$ cat src/shared/clk_status_pkg.sv
// Constants, register map and types of the clock status and interrupt block.
// Assumes an APB master with 32-bit data and byte addressing.
package clk_status_pkg;

   // ---------------------------------------------------------------
   // Bus and map
   // ---------------------------------------------------------------
   localparam int ADDR_W = 12;
   localparam int DATA_W = 32;
   localparam int N_IN = 2;
   // Register indices; byte address is four times the index
   localparam logic [9:0] IDX_IE_A = 10'h068;
   localparam logic [9:0] IDX_IE_B = 10'h069;
   localparam logic [9:0] IDX_LS_A = 10'h06c;
   localparam logic [9:0] IDX_ST_A = 10'h06d;
   localparam logic [9:0] IDX_LS_B = 10'h06e;
   localparam logic [9:0] IDX_ST_B = 10'h06f;
   localparam logic [ADDR_W-1:0] ADR_IE_A = {IDX_IE_A, 2'h0};
   localparam logic [ADDR_W-1:0] ADR_IE_B = {IDX_IE_B, 2'h0};
   localparam logic [ADDR_W-1:0] ADR_LS_A = {IDX_LS_A, 2'h0};
   localparam logic [ADDR_W-1:0] ADR_ST_A = {IDX_ST_A, 2'h0};
   localparam logic [ADDR_W-1:0] ADR_LS_B = {IDX_LS_B, 2'h0};
   localparam logic [ADDR_W-1:0] ADR_ST_B = {IDX_ST_B, 2'h0};

   // ---------------------------------------------------------------
   // Field positions
   // ---------------------------------------------------------------
   localparam int BIT_FINE = 5;
   localparam int BIT_VCXO = 4;
   localparam int BIT_IN0 = 0;
   localparam int BIT_REF = 1;
   localparam int BIT_HOLD = 0;
   localparam int BIT_CAL = 2;
   localparam int SEL_LSB = 6;

   // ---------------------------------------------------------------
   // Live status word
   // ---------------------------------------------------------------
   typedef struct packed {
      logic [1:0] sel;
      logic fine_n;
      logic vcxo_n;
      logic [N_IN-1:0] act;
      logic ref_ok;
      logic hold_n;
      logic cal_busy;
   } live_t;

   localparam int LIVE_W = $bits(live_t);
   // Healthy status assumed until the first samples arrive
   localparam live_t LIVE_RST = '{sel: 2'h0, fine_n: 1'b1, vcxo_n: 1'b1, act: 2'h3,
                                  ref_ok: 1'b1, hold_n: 1'b1, cal_busy: 1'b0};
   localparam logic STICKY_RST = 1'b1;
   localparam logic IE_RST = 1'b0;
   localparam logic IRQ_N_RST = 1'b1;

endpackage : clk_status_pkg

$ cat src/shared/live_status_if.sv
// Carrier of synchronised live status between synchroniser and register logic.
// Assumes both ends run on pclk.
`timescale 1ns/1ps
`default_nettype none
interface live_status_if;
   clk_status_pkg::live_t live;
   modport src (output live);
   modport snk (input live);
endinterface : live_status_if
`default_nettype wire

$ cat src/hdl/status_sync.sv
// Three-stage synchroniser for the live status word from PLL and monitor domains.
// Assumes raw inputs are asynchronous to pclk.
`timescale 1ns/1ps
`default_nettype none
module status_sync (
   input wire logic pclk,
   input wire logic presetn,
   input wire clk_status_pkg::live_t raw,
   live_status_if.src out
);

   typedef struct packed {
      logic [clk_status_pkg::LIVE_W-1:0] s1;
      logic [clk_status_pkg::LIVE_W-1:0] s2;
      logic [clk_status_pkg::LIVE_W-1:0] s3;
      logic [clk_status_pkg::LIVE_W-1:0] val;
   } sync_t;

   sync_t q;
   sync_t d;
   logic [clk_status_pkg::LIVE_W-1:0] agreed;

   // ---------------------------------------------------------------
   // Accept a change once stages two and three agree
   // ---------------------------------------------------------------
   for (genvar i = 0; i < clk_status_pkg::LIVE_W; i++) begin : g_bit
      assign agreed[i] = (q.s2[i] == q.s3[i]) ? q.s3[i] : q.val[i];
   end

   always_comb begin
      d = q;
      d.s1 = raw;
      d.s2 = q.s1;
      d.s3 = q.s2;
      d.val = agreed;
   end

   always_ff @(posedge pclk or negedge presetn) begin
      if (!presetn) begin
         q <= '{s1: clk_status_pkg::LIVE_RST, s2: clk_status_pkg::LIVE_RST,
                s3: clk_status_pkg::LIVE_RST, val: clk_status_pkg::LIVE_RST};
      end else begin
         q <= d;
      end
   end

   assign out.live = q.val;

endmodule : status_sync
`default_nettype wire

$ cat src/hdl/clock_status_interrupt_logic.sv
// Status latches, interrupt enables and active-low interrupt of a dual-PLL synthesizer.
// Assumes an APB master on pclk; live status arrives from other clock domains.
`timescale 1ns/1ps
`default_nettype none
// Behaviour
// Fine PLL unlock latch interrupts when enabled
// VCXO PLL unlock latch interrupts when enabled
// Per-input LOS latch interrupts when enabled
// Reference latch change interrupts when enabled
// Holdover latch interrupts when enabled
// Fine unlock latch, write one clears
// VCXO unlock latch, write one clears
// Input LOS latches, write one clears
// Reference valid latch, write one clears
// Holdover latch, write one clears
// Selected input shown read-only
// Live fine lock bit feeds latch
// Live VCXO lock bit feeds latch
// Live input activity feeds latches
// Fine PLL calibration busy readable
// Live reference present feeds latch
// Live not-holdover bit feeds latch
// Unlock and LOS enables share one register
// Interrupt is OR of enabled pending
// Live inputs synchronised before latching
module clock_status_interrupt_logic (
   input wire logic pclk,
   input wire logic presetn,
   input wire logic psel,
   input wire logic penable,
   input wire logic pwrite,
   input wire logic [clk_status_pkg::ADDR_W-1:0] paddr,
   input wire logic [clk_status_pkg::DATA_W-1:0] pwdata,
   input wire logic [3:0] pstrb,
   output logic [clk_status_pkg::DATA_W-1:0] prdata,
   output logic pready,
   output logic pslverr,
   input wire logic [1:0] selected_input_in,
   input wire logic fine_pll_locked_n_in,
   input wire logic vcxo_pll_locked_n_in,
   input wire logic [clk_status_pkg::N_IN-1:0] input_active_in,
   input wire logic ref_present_in,
   input wire logic not_holdover_in,
   input wire logic fine_pll_cal_busy_in,
   output logic irq_out_low
);

   // ---------------------------------------------------------------
   // State
   // ---------------------------------------------------------------
   typedef struct packed {
      logic irq_en_fine_pll_unlock;
      logic irq_en_vcxo_pll_unlock;
      logic [clk_status_pkg::N_IN-1:0] irq_en_input_los;
      logic irq_en_ref_change;
      logic irq_en_holdover;
      logic sticky_fine_pll_locked_n;
      logic sticky_vcxo_pll_locked_n;
      logic [clk_status_pkg::N_IN-1:0] sticky_input_active;
      logic sticky_ref_valid;
      logic sticky_not_holdover;
      logic ref_pend;
      logic irq_n;
      logic [clk_status_pkg::DATA_W-1:0] rdata;
   } state_t;

   state_t q;
   state_t d;
   clk_status_pkg::live_t raw;
   live_status_if sync_bus ();

   // ---------------------------------------------------------------
   // Live status synchronisation
   // ---------------------------------------------------------------
   always_comb begin
      raw.sel = selected_input_in;
      raw.fine_n = fine_pll_locked_n_in;
      raw.vcxo_n = vcxo_pll_locked_n_in;
      raw.act = input_active_in;
      raw.ref_ok = ref_present_in;
      raw.hold_n = not_holdover_in;
      raw.cal_busy = fine_pll_cal_busy_in;
   end

   status_sync u_sync (
      .pclk(pclk),
      .presetn(presetn),
      .raw(raw),
      .out(sync_bus.src)
   );

   clk_status_pkg::live_t live;
   assign live = sync_bus.live;

   // ---------------------------------------------------------------
   // APB decode
   // ---------------------------------------------------------------
   logic access;
   logic wr;
   logic hit;
   logic wr_ie_a;
   logic wr_ie_b;
   logic wr_ls_a;
   logic wr_ls_b;
   logic clr_fine;
   logic clr_vcxo;
   logic [clk_status_pkg::N_IN-1:0] clr_in;
   logic clr_ref;
   logic clr_hold;
   logic [clk_status_pkg::N_IN-1:0] los_pend;
   logic any_pend;

   assign access = psel && penable;
   assign hit = (paddr == clk_status_pkg::ADR_IE_A) || (paddr == clk_status_pkg::ADR_IE_B) ||
                (paddr == clk_status_pkg::ADR_LS_A) || (paddr == clk_status_pkg::ADR_ST_A) ||
                (paddr == clk_status_pkg::ADR_LS_B) || (paddr == clk_status_pkg::ADR_ST_B);
   assign wr = access && pwrite && pstrb[0];
   assign wr_ie_a = wr && (paddr == clk_status_pkg::ADR_IE_A);
   assign wr_ie_b = wr && (paddr == clk_status_pkg::ADR_IE_B);
   assign wr_ls_a = wr && (paddr == clk_status_pkg::ADR_LS_A);
   assign wr_ls_b = wr && (paddr == clk_status_pkg::ADR_LS_B);
   assign clr_fine = wr_ls_a && pwdata[clk_status_pkg::BIT_FINE];
   assign clr_vcxo = wr_ls_a && pwdata[clk_status_pkg::BIT_VCXO];
   assign clr_in = wr_ls_a ? pwdata[clk_status_pkg::BIT_IN0 +: clk_status_pkg::N_IN] : '0;
   assign clr_ref = wr_ls_b && pwdata[clk_status_pkg::BIT_REF];
   assign clr_hold = wr_ls_b && pwdata[clk_status_pkg::BIT_HOLD];

   // ---------------------------------------------------------------
   // Pending events
   // ---------------------------------------------------------------
   assign los_pend = q.irq_en_input_los & ~q.sticky_input_active;
   assign any_pend = (q.irq_en_fine_pll_unlock && !q.sticky_fine_pll_locked_n) ||
                     (q.irq_en_vcxo_pll_unlock && !q.sticky_vcxo_pll_locked_n) ||
                     (|los_pend) ||
                     (q.irq_en_ref_change && q.ref_pend) ||
                     (q.irq_en_holdover && !q.sticky_not_holdover);

   // ---------------------------------------------------------------
   // Next state
   // ---------------------------------------------------------------
   always_comb begin
      d = q;
      if (wr_ie_a) begin
         d.irq_en_fine_pll_unlock = pwdata[clk_status_pkg::BIT_FINE];
         d.irq_en_vcxo_pll_unlock = pwdata[clk_status_pkg::BIT_VCXO];
         d.irq_en_input_los = pwdata[clk_status_pkg::BIT_IN0 +: clk_status_pkg::N_IN];
      end
      if (wr_ie_b) begin
         d.irq_en_ref_change = pwdata[clk_status_pkg::BIT_REF];
         d.irq_en_holdover = pwdata[clk_status_pkg::BIT_HOLD];
      end
      // Latches: event wins over a clear in the same cycle
      d.sticky_fine_pll_locked_n = (q.sticky_fine_pll_locked_n || clr_fine) && live.fine_n;
      d.sticky_vcxo_pll_locked_n = (q.sticky_vcxo_pll_locked_n || clr_vcxo) && live.vcxo_n;
      d.sticky_input_active = (q.sticky_input_active | clr_in) & live.act;
      d.sticky_ref_valid = (q.sticky_ref_valid || clr_ref) && live.ref_ok;
      d.sticky_not_holdover = (q.sticky_not_holdover || clr_hold) && live.hold_n;
      // Reference latch change marks its own pending event
      d.ref_pend = (q.ref_pend && !clr_ref) ||
                   ((q.sticky_ref_valid || clr_ref) && !live.ref_ok);
      d.irq_n = !any_pend;
      // Read data captured in the setup phase
      if (psel && !penable) begin
         d.rdata = '0;
         unique case (paddr)
            clk_status_pkg::ADR_IE_A: begin
               d.rdata[clk_status_pkg::BIT_FINE] = q.irq_en_fine_pll_unlock;
               d.rdata[clk_status_pkg::BIT_VCXO] = q.irq_en_vcxo_pll_unlock;
               d.rdata[clk_status_pkg::BIT_IN0 +: clk_status_pkg::N_IN] = q.irq_en_input_los;
            end
            clk_status_pkg::ADR_IE_B: begin
               d.rdata[clk_status_pkg::BIT_REF] = q.irq_en_ref_change;
               d.rdata[clk_status_pkg::BIT_HOLD] = q.irq_en_holdover;
            end
            clk_status_pkg::ADR_LS_A: begin
               d.rdata[clk_status_pkg::BIT_FINE] = q.sticky_fine_pll_locked_n;
               d.rdata[clk_status_pkg::BIT_VCXO] = q.sticky_vcxo_pll_locked_n;
               d.rdata[clk_status_pkg::BIT_IN0 +: clk_status_pkg::N_IN] = q.sticky_input_active;
            end
            clk_status_pkg::ADR_ST_A: begin
               d.rdata[clk_status_pkg::SEL_LSB +: 2] = live.sel;
               d.rdata[clk_status_pkg::BIT_FINE] = live.fine_n;
               d.rdata[clk_status_pkg::BIT_VCXO] = live.vcxo_n;
               d.rdata[clk_status_pkg::BIT_IN0 +: clk_status_pkg::N_IN] = live.act;
            end
            clk_status_pkg::ADR_LS_B: begin
               d.rdata[clk_status_pkg::BIT_REF] = q.sticky_ref_valid;
               d.rdata[clk_status_pkg::BIT_HOLD] = q.sticky_not_holdover;
            end
            clk_status_pkg::ADR_ST_B: begin
               d.rdata[clk_status_pkg::BIT_CAL] = live.cal_busy;
               d.rdata[clk_status_pkg::BIT_REF] = live.ref_ok;
               d.rdata[clk_status_pkg::BIT_HOLD] = live.hold_n;
            end
            default: begin
               d.rdata = '0;
            end
         endcase
      end
   end

   always_ff @(posedge pclk or negedge presetn) begin
      if (!presetn) begin
         q <= '{irq_en_fine_pll_unlock: clk_status_pkg::IE_RST,
                irq_en_vcxo_pll_unlock: clk_status_pkg::IE_RST,
                irq_en_input_los: {clk_status_pkg::N_IN{clk_status_pkg::IE_RST}},
                irq_en_ref_change: clk_status_pkg::IE_RST,
                irq_en_holdover: clk_status_pkg::IE_RST,
                sticky_fine_pll_locked_n: clk_status_pkg::STICKY_RST,
                sticky_vcxo_pll_locked_n: clk_status_pkg::STICKY_RST,
                sticky_input_active: {clk_status_pkg::N_IN{clk_status_pkg::STICKY_RST}},
                sticky_ref_valid: clk_status_pkg::STICKY_RST,
                sticky_not_holdover: clk_status_pkg::STICKY_RST,
                ref_pend: 1'b0,
                irq_n: clk_status_pkg::IRQ_N_RST,
                rdata: '0};
      end else begin
         q <= d;
      end
   end

   // ---------------------------------------------------------------
   // Outputs
   // ---------------------------------------------------------------
   assign prdata = q.rdata;
   assign pready = access;
   assign pslverr = access && !hit;
   assign irq_out_low = q.irq_n;

   // ---------------------------------------------------------------
   // Checks
   // ---------------------------------------------------------------
   // Setup-phase reads of the live status words
   logic setup_st_a;
   logic setup_st_b;
   assign setup_st_a = psel && !penable && (paddr == clk_status_pkg::ADR_ST_A);
   assign setup_st_b = psel && !penable && (paddr == clk_status_pkg::ADR_ST_B);
endmodule : clock_status_interrupt_logic
`default_nettype wire

$ cat config.mk
export PLATFORM = sky130hd
export DESIGN_NAME = clock_status_interrupt_logic
export DESIGN_NICKNAME = d
export VERILOG_FILES = /design/src/shared/clk_status_pkg.sv /design/src/shared/live_status_if.sv /design/src/hdl/status_sync.sv /design/src/hdl/clock_status_interrupt_logic.sv
export SDC_FILE = /design/constraint.sdc
export NUM_CORES = 1
export LEC_CHECK = 0
export BUFFER_PORTS_ARGS = -buffer_cell sky130_fd_sc_hd__buf_4
export CAP_MARGIN = 20
export CORE_MARGIN = 2
export CORE_UTILIZATION = 38
export CTS_BUF_LIST = sky130_fd_sc_hd__clkbuf_4 sky130_fd_sc_hd__clkbuf_8
export DETAILED_ROUTE_END_ITERATION = 8
export GPL_TIMING_DRIVEN = 0
export MAX_ROUTING_LAYER = met4
export PLACE_DENSITY = 0.77
export SYNTH_ARGS = -nofsm -noshare
export SYNTH_HDL_FRONTEND = slang
export SYNTH_SLANG_ARGS = --single-unit
$ cat constraint.sdc
create_clock -name pclk -period 1.8 [get_ports pclk]
set_input_delay 0.36 -clock pclk [delete_from_list [all_inputs] [get_ports pclk]]
set_output_delay 0.36 -clock pclk [all_outputs]
set_load 0.1 [all_outputs]
Word-level counts from Yosys, hierarchy flattened
Cells that the tools add are included.

Bits in registers: 57. Input bits: 62. Output and inout bits: 35. Word-level logic and storage cells: 95.

Equal/unequal tests: 15. Mux-type cells: 5. Bitwise gates (word level): 4. Reductions and logical operators: 46.

Operators by type and width (number): $eq 12x9->1 const B (6); $logic_and 1x1->1 (23); $logic_or 1x1->1 (14); $pmux 2 s6 (1); $eq 1x1->1 (9); $logic_not 1->1 (8); $pmux 2 s3 (1); $and 2x2->2 (2); $mux 2 (2); $not 2->2 (1); $or 2x2->2 (1); $reduce_or 2->1 (1); $mux 1 (1).

Depth between registers and ports, before layout
Gate-level depths: netlist of run 1.

Depth in word-level cells: 8. Mapped depth: 6. Gate-level depth less buffers: 4.

Modules after synthesis
Synthesis of run 1 repeated with hierarchy kept, for this count alone.

Cells, all modules: 201. Area total of the unflattened synthesis: 2501.1 um^2.

By module, submodules not included: clock_status_interrupt_logic (times used 1, cells an instance 147, area each 1401.3 um^2, sequential area each 534.3 um^2); status_sync (times used 1, cells an instance 54, area each 1099.8 um^2, sequential area each 930.9 um^2).

Least setup slack after synthesis of run 1
No wires, ideal clock.

Path type: input to output. Start: input psel. End: output pslverr. Data arrival time: 3.399 ns. Required time: 1.440 ns. Path slack: -1.959 ns. Stages on the path: 2. Buffers on the path: 0. Cells stage by stage: and2_1 -> a21boi_0.

Cells in the longest elaborated chain, start to end: 2.

Ends and longest elaborated chain: start: declaration (RTL line clock_status_interrupt_logic.sv:29) `input wire logic psel,`; $logic_and 1x1->1 (RTL line clock_status_interrupt_logic.sv:113) `assign access = psel && penable;`; $logic_and 1x1->1 (RTL line clock_status_interrupt_logic.sv:227) `assign pslverr = access && !hit;`; end: declaration (RTL line clock_status_interrupt_logic.sv:37) `output logic pslverr,`.

No other way between the ends.

Worst setup path after layout of run 1
Start: input paddr[0] (netlist name). End: output pslverr.

Cells in the longest elaborated chain, start to end: 8. Elaborated cells on any way between the ends: 13. Those cells by class: eq/ne: 6; reduce/logical: 7.

Ends and longest elaborated chain: start: declaration (RTL line clock_status_interrupt_logic.sv:32) `input wire logic [clk_status_pkg::ADDR_W-1:0] paddr,`; $eq 12x9->1 (RTL line clock_status_interrupt_logic.sv:114) `assign hit = (paddr == clk_status_pkg::ADR_IE_A) || (paddr == clk_status_pkg::ADR_IE_B) ||`; $logic_or 1x1->1 (2 in series) (RTL line clock_status_interrupt_logic.sv:114); $logic_or 1x1->1 (2 in series) (RTL line clock_status_interrupt_logic.sv:115) `(paddr == clk_status_pkg::ADR_LS_A) || (paddr == clk_status_pkg::ADR_ST_A) ||`; $logic_or 1x1->1 * (RTL line clock_status_interrupt_logic.sv:116) `(paddr == clk_status_pkg::ADR_LS_B) || (paddr == clk_status_pkg::ADR_ST_B);`; $logic_not 1->1 * (RTL line clock_status_interrupt_logic.sv:227); $logic_and 1x1->1 * (RTL line clock_status_interrupt_logic.sv:227).

Every way passes the cells marked *; elsewhere a longest branch is shown, timed or not.

==> impl_metrics.env, run 1 <==
export IMPL_fin_worst_skew_ns=0.00437
export IMPL_post_synth_main_area_contributors="dfstp_2, dfrtp_1, buf_4"
export IMPL_synth_enable_flop_cells=0
export IMPL_globalplace_congestion=0.854
export IMPL_synth_most_common_cell="buf_4"
export IMPL_grt_first_pass_wirelength_mm=6.90
export IMPL_setup_viol_count_final=1
export IMPL_fin_crit_sh_pct=103
export IMPL_drv_slew=0
export IMPL_drt_vias_per_instance=4.34
export IMPL_worst_path_clk_slew_ns=0.06
export IMPL_antenna_cells_inserted=0
export IMPL_syn_instance_count=189
export IMPL_chipWidth_um=83.2
export IMPL_timing_critical_path_fanout_max=2
export IMPL_initial_core_util_pct=39.8
export IMPL_max_stage_delay_ns=0.56
export IMPL_ant_nets=0
export IMPL_worst_setup_path_type="input pin to output pin"
export IMPL_dpl_cell_area_um2=2880
export IMPL_netlist_top_cell_by_area="dfstp_2"
export IMPL_detailed_route_wl_mm=4.04
export IMPL_timing_critical_path_arrival_ns=1.50
export IMPL_cp_cell_sequence="buf_6 -> or4_4 -> nor3_4 -> a21boi_4 -> buf_12"
export IMPL_layout_drive_gt1_share_pct=50.0
export IMPL_worst_slew_pin_slew_ns=0.682
export IMPL_p_sw_share_pct=26.4
export IMPL_synth_main_ff_cell="dfstp_2"
export IMPL_critical_path_startpoint_type="input pin"
export IMPL_die_area_um2=6930
export IMPL_ctsHoldBuffers=0
export IMPL_pwr_share_clk_pct=41.9
export IMPL_syn2layout_area_growth_pct=32.3
export IMPL_worst_ep_required_time_ns=1.44
export IMPL_fmax_ghz=0.538
export IMPL_overall_die_height_um=83.2
export IMPL_layout_cell_area_non_filler_um2=3160
export IMPL_clock_tree_buf_depth=2
export IMPL_first_global_vias=1464
export IMPL_power_leakage_uw=0.00147
export IMPL_layout_min_cycle_time_ns=1.86
export IMPL_core_region_area_um2=5990
export IMPL_power_per_cell_area_nw_per_um2=1000
export IMPL_layout_nets=327
export IMPL_io_pins=97
export IMPL_cts_buffers=9
export IMPL_numPlacedInstances=326
export IMPL_route_detailed_wl_per_inst_um=11.7
export IMPL_synth_yosys_seq_area_share_pct=61.4
export IMPL_hold_path_class="input pin to asynchronous set/reset pin"
export IMPL_setup_repair_after_global_routing_missed_its_margin="yes"
export IMPL_cts_root_buf="clkbuf_8"
export IMPL_yosysWarningCount=0
export IMPL_critical_path_slowest_cell="or4_4"
export IMPL_synth_async_reset_ratio_pct=100
export IMPL_place_worst_setup_slack_ns=-0.429
export IMPL_post_synth_num_cell_types=36
export IMPL_tritoncts="yes"
export IMPL_violations="setup timing"
export IMPL_report_final_hold_viol_count=0
export IMPL_crit_path_end_kind="output pin"
export IMPL_max_cap_violations=0
export IMPL_rows=28
export IMPL_cell_internal_pwr_uw=2330
export IMPL_port_buffer_count=38
export IMPL_cts_num_sinks=57
export IMPL_vias=1497
export IMPL_initial_antenna_violation_count=0
export IMPL_cts_htree_levels=3
export IMPL_remaining_routing_drc_violations=0
export IMPL_global_route_total_overflow=0
export IMPL_comb_power_share_pct=14.2
export IMPL_synth_area_um2=2390
export IMPL_slew_headroom_pct=54.6
export IMPL_finalHoldWorstSlack_ns=0.0787
export IMPL_p_total_uw=3170
export IMPL_outcome="finished, violations left"
export IMPL_switching_power_uw=836
export IMPL_detailedRoute_firstIterationViolations=60
export IMPL_max_vdd_ir_drop_mv=0.544
export IMPL_groute_usage_overall_pct=13.2
export IMPL_synth_top_cells_by_count="buf_4, dfstp_2, dfrtp_1, nand2_1, maj3_1"
export IMPL_drt_pass1_iterations=4
export IMPL_post_synth_cell_area_avg_um2=12.6
export IMPL_maximum_number_of_pins_on_one_net_before_global_route_repair=58
export IMPL_finalNonFillerCells=345
export IMPL_place_detailed_hpwl_mm=2.94
export IMPL_insertion_delay_ns=0.33
export IMPL_power_frac_seq_pct=43.9
export IMPL_synthDominantCellAreaShare_pct=34.1
export IMPL_ys_ff_latch=57
export IMPL_finalWorstSetupSlack_ns=-0.0583
==> per-stage QoR <==
| stage | TNS, ns | util [%] |
|---|---|---|
| 3_5_place_dp | -4.75 | 48.1 |
| 6_report | -0.0583 | 52.7 |
| 4_1_cts | -0.0790 | 52.6 |
| 3_3_place_gp | -4.26 | 48.1 |
| 2_1_floorplan | -0.478 | - |
| 5_1_grt | -0.108 | 52.7 |
==> per-layer routing <==
metal	part of all wire [%]	up-vias	global-route usage, %
li1	-	740	-
met1	42	696	15.3
met2	49	52	19.6
met3	7.7	9	5.37
met4	1.6	0	7.15
met5	0	-	-
==> state kept, by name, summed over array words and instances, names as in the netlist <==
| signal | cells |
|---|---|
| u_sync.q | 9 |
| u_sync.out.live | 9 |
| u_sync.d | 18 |
| irq_out_low | 1 |
| prdata | 7 |
| q | 13 |
==> cell families (layout without fill, tap and decap cells) <==
kind of cell,after synthesis,after routing,share of synthesized area [%]
AOI/OAI and AO/OA,26,26,7.03
adders and majority gates,9,9,3.78
DFF,57,57,61.4
and+or+nand+nor,42,42,10.4
buffers and inverters,43,100,11.8
muxes,11,11,5.45
other,1,25,0.157
==> path summary, 6_finish.rpt <==
check                      cells past startpoint                endpoint  slack, ns                   start
max                                            5                 pslverr      -0.06                paddr[0]
min                                            1  u_sync.d[18]$_DFF_PN0_       0.08                 presetn
max reg2reg                                    3   irq_out_low$_DFF_PN1_       0.49         q[36]$_DFF_PN1_
min reg2reg                                    0  u_sync.d[17]$_DFF_PN0_       0.34  u_sync.d[26]$_DFF_PN0_
max in group asynchronous                      1   prdata[0]$_DFFE_PN0P_       1.28                 presetn
min in group pclk                              1  u_sync.d[22]$_DFF_PN1_       0.13      input_active_in[1]
==> critical path: cells and delay by family <==
kind	cells	cell delay [ns]
AND/OR/NAND/NOR	2	0.78
buffers and inverters	2	0.26
AO/OA/AOI/OAI	1	0.09
==> cell usage in the layout, fill, tap and decap left out, drive strengths merged, types with 2 or more instances in the layout <==
master   n
bufinv   2
nand2   14
nand4    3
dfrtp   26
a21boi   3
nor3     3
o31ai    2
o21ai    6
mux2     6
conb    25
inv      6
nor2b    4
nor2     4
a31oi    2
clkbuf  14
buf     75
mux2i    4
nand2b   4
clkinv   2
maj3     9
a21oi    6
dfstp   31
nand3    5
nand3b   2
==> layout make-up <==
cell class | instances | area (µm²)
inverter | 6 | 22.5
clock buffer | 11 | 151
timing repair buffer | 41 | 328
sequential | 57 | 1470
multi-input combinational | 113 | 759
clock inverter | 5 | 77.6
buffer | 37 | 259
tap | 75 | 93.8
fill | 513 | 2830
==> timing repair <==
item,4_1_cts,5_1_grt
endpoints found under the setup margin,7,2
hold endpoints to repair,0,0
buffers inserted,3,0
pin swaps,3,0
gates resized for setup,5,1
==> power by group through the flow <==
stage                     clock network (µW)  registers, µW  logic [µW]
after global placement                     0           1410         440
after detailed placement                   0           1410         446
after CTS                               1370           1390         451
after floorplan                            0           1400         354
after global routing                    1440           1400         474
final                                   1330           1390         450
Note: power is estimated with default switching activity, not from simulation.
==> run 2: changes to the inputs <==
CELL_PAD_IN_SITES_DETAIL_PLACEMENT = 1   (was default)
CELL_PAD_IN_SITES_GLOBAL_PLACEMENT = 1   (was default)
CORE_MARGIN = default   (was 2)
CORE_UTILIZATION = 34   (was 38)
PLACE_DENSITY = 0.86   (was 0.77)
TNS_END_PERCENT = 10   (was default)
==> run 2 against run 1 <==
- the run ends with DRC, setup timing left
- sequential share of layout area rose by 0.22 points
- count of clock-buffer cells in the layout shrank 2
- non-clock buffer count is 1 lower
- flip-flop and latch count unchanged
- critical path type unchanged
- critical path depth unchanged
- global-route usage grew 0.91 points
- worst setup slack got worse by 0.0012 ns
- fmax about the same
- highest routed layer unchanged
- routed wire length is 13% higher
- core utilization is 6.5 points lower
- final area fell by 0.48%
- first-iteration DRC count increased by 35%
==> impl_metrics.env, run 2 (synthesis results as in run 1) <==
export IMPL_route_met2_wl_mm=2.29
export IMPL_remaining_routing_drc_violations=1
export IMPL_violations="DRC, setup timing"
export IMPL_power_leakage_uw=0.00144
export IMPL_detailed_route_wl_mm=4.56
export IMPL_maximum_number_of_pins_on_one_net_before_global_route_repair=58
export IMPL_power_per_cell_area_nw_per_um2=951
export IMPL_timing_critical_path_arrival_ns=1.50
export IMPL_vias=1556
export IMPL_tritoncts="yes"
export IMPL_p_total_uw=2990
export IMPL_detailedRoute_firstIterationViolations=81
export IMPL_hold_path_class="input pin to asynchronous set/reset pin"
export IMPL_layout_drive_gt1_share_pct=49.8
export IMPL_critical_path_slowest_cell="or4_4"
export IMPL_route_detailed_wl_per_inst_um=12.5
export IMPL_final_common_cell="buf_4"
export IMPL_setup_repair_after_global_routing_missed_its_margin="yes"
export IMPL_rows=30
export IMPL_met1Wirelength_mm=1.94
export IMPL_cell_internal_pwr_uw=2120
export IMPL_worst_slew_pin_slew_ns=0.690
export IMPL_dr_wl_met3_um=245
export IMPL_p_sw_share_pct=29.1
export IMPL_switching_power_uw=871
export IMPL_globalplace_congestion=0.819
export IMPL_n_fill_cell=738
export IMPL_power_frac_seq_pct=46.5
export IMPL_critical_path_startpoint_type="input pin"
export IMPL_crit_path_end_kind="output pin"
export IMPL_max_stage_delay_ns=0.56
export IMPL_slew_headroom_pct=54.0
export IMPL_worstPathBufferInverterCount=2
export IMPL_worst_r2r_cell_count=3
export IMPL_cts_num_sinks=57
export IMPL_ctsHoldBuffers=0
export IMPL_clock_tree_buf_depth=2
export IMPL_drt_pass1_iterations=6
export IMPL_chipWidth_um=85.8
export IMPL_first_global_vias=1615
export IMPL_antenna_cells_inserted=0
export IMPL_cts_buffers=9
export IMPL_cp_cell_sequence="buf_6 -> or4_4 -> nor3_4 -> a21boi_4 -> buf_12"
export IMPL_insertion_delay_ns=0.33
export IMPL_path_delay_family="simple AND/OR/NAND/NOR gates"
export IMPL_drt_vias_per_instance=4.26
export IMPL_fmax_ghz=0.538
export IMPL_setup_viol_count_final=7
export IMPL_initial_core_util_pct=35.1
export IMPL_fin_crit_sh_pct=103
export IMPL_report_final_hold_viol_count=0
export IMPL_syn2layout_area_growth_pct=31.7
export IMPL_finalWorstSetupSlack_ns=-0.0596
export IMPL_fin_worst_skew_ns=0.00530
export IMPL_max_vdd_ir_drop_mv=0.409
export IMPL_port_buffer_count=38
export IMPL_worst_setup_path_type="input pin to output pin"
export IMPL_top_signal_layer_used="met4"
export IMPL_dpl_cell_area_um2=2910
export IMPL_place_detailed_hpwl_mm=3.27
export IMPL_drv_slew=0
export IMPL_io_pins=97
export IMPL_grt_first_pass_wirelength_mm=7.50
export IMPL_comb_power_share_pct=15.2
export IMPL_initial_antenna_violation_count=0
export IMPL_worst_ep_required_time_ns=1.44
export IMPL_mostFrequentLayoutCells="buf_4, dfstp_2, dfrtp_1"
export IMPL_outcome="finished, violations left"
export IMPL_overall_die_height_um=85.8
export IMPL_worst_path_clk_slew_ns=0.07
export IMPL_global_route_total_overflow=0
export IMPL_critical_path_depth=5
export IMPL_timing_critical_path_fanout_max=2
export IMPL_max_cap_violations=0
export IMPL_groute_usage_overall_pct=14.1
export IMPL_ant_nets=0
export IMPL_layout_nets=326
export IMPL_layout_min_cycle_time_ns=1.86
export IMPL_pwr_share_clk_pct=38.3
export IMPL_die_area_um2=7360
export IMPL_cts_htree_levels=3
export IMPL_layout_cell_area_non_filler_um2=3140
export IMPL_cts_root_buf="clkbuf_8"
export IMPL_layout_core_utilization_pct=46.2
export IMPL_core_region_area_um2=6790
export IMPL_setup_tns_ns=-0.334
export IMPL_largest_register_ffs=18
run 2: changes by cell type in the layout (fill, tap and decap cells not counted), sizes merged:
cell | previous run | this run
buf | 75 | 74
clkbuf | 14 | 12
bufinv | 2 | 1
clkinvlp | 1 | 3
clkinv | 2 | 3
run 2: power groups by stage:
| stage | logic, µW | clock network, µW | registers, µW |
|---|---|---|---|
| after global placement | 443 | 0 | 1410 |
| after floorplan | 354 | 0 | 1400 |
| after CTS | 454 | 1200 | 1390 |
| final | 453 | 1150 | 1390 |
| after detailed placement | 448 | 0 | 1410 |
| after global routing | 477 | 1250 | 1400 |
run 2: cell type report:
class | count | area (µm²) | share of cell area (%)
plain buffers | 37 | 259 | 8.24
well taps | 96 | 120 | 3.82
repair buffers | 40 | 320 | 10.2
clock inverters | 7 | 71.3 | 2.27
clock buffers | 9 | 124 | 3.94
inverters | 6 | 22.5 | 0.717
multi-input cells | 113 | 759 | 24.2
flip-flops and latches | 57 | 1470 | 46.6
run 2: what timing repair did:
item                                    4_1_cts  5_1_grt
resized for setup                             5        2
buffers inserted                              2        0
pin swaps                                     5        0
endpoints found under the setup margin        7       15
run 2: routing by layer:
metal	vias up	track usage (%)
met3	8	5.10
li1	741	-
met2	52	23.0
met5	-	-
met4	0	5.91
met1	755	15.8
run 2: worst register-to-register path, stage by stage, from the launching register on:
cell      delay (ns)
dfstp_2         0.56
o22ai_1         0.11
a221o_1         0.29
a221oi_1        0.28
run 2: path summary, 6_finish.rpt:
kind / from / slack (ns) / to
worst max register to register: q[36]$_DFF_PN1_ / 0.45 / irq_out_low$_DFF_PN1_
min in group pclk: selected_input_in[0] / 0.13 / u_sync.d[25]$_DFF_PN0_
worst min-delay path: presetn / 0.08 / u_sync.q[9]$_DFF_PN0_
worst max-delay path: paddr[0] / -0.06 / pslverr
worst min register to register: u_sync.d[25]$_DFF_PN0_ / 0.35 / u_sync.d[16]$_DFF_PN0_
max in group asynchronous: presetn / 1.27 / q[41]$_DFFE_PN0P_
run 2: through the flow:
| stage | cells | hold WS, ns | setup slack, ns |
|---|---|---|---|
| 6_report | 365 | 0.0786 | -0.0596 |
| 5_1_grt | 365 | 0.104 | -0.118 |
| 4_1_cts | 365 | 0.0913 | -0.0719 |
| 3_5_place_dp | 347 | 0.336 | -0.428 |
| 3_3_place_gp | 347 | 0.333 | -0.422 |
| 2_1_floorplan | 213 | 0.0644 | -0.0785 |
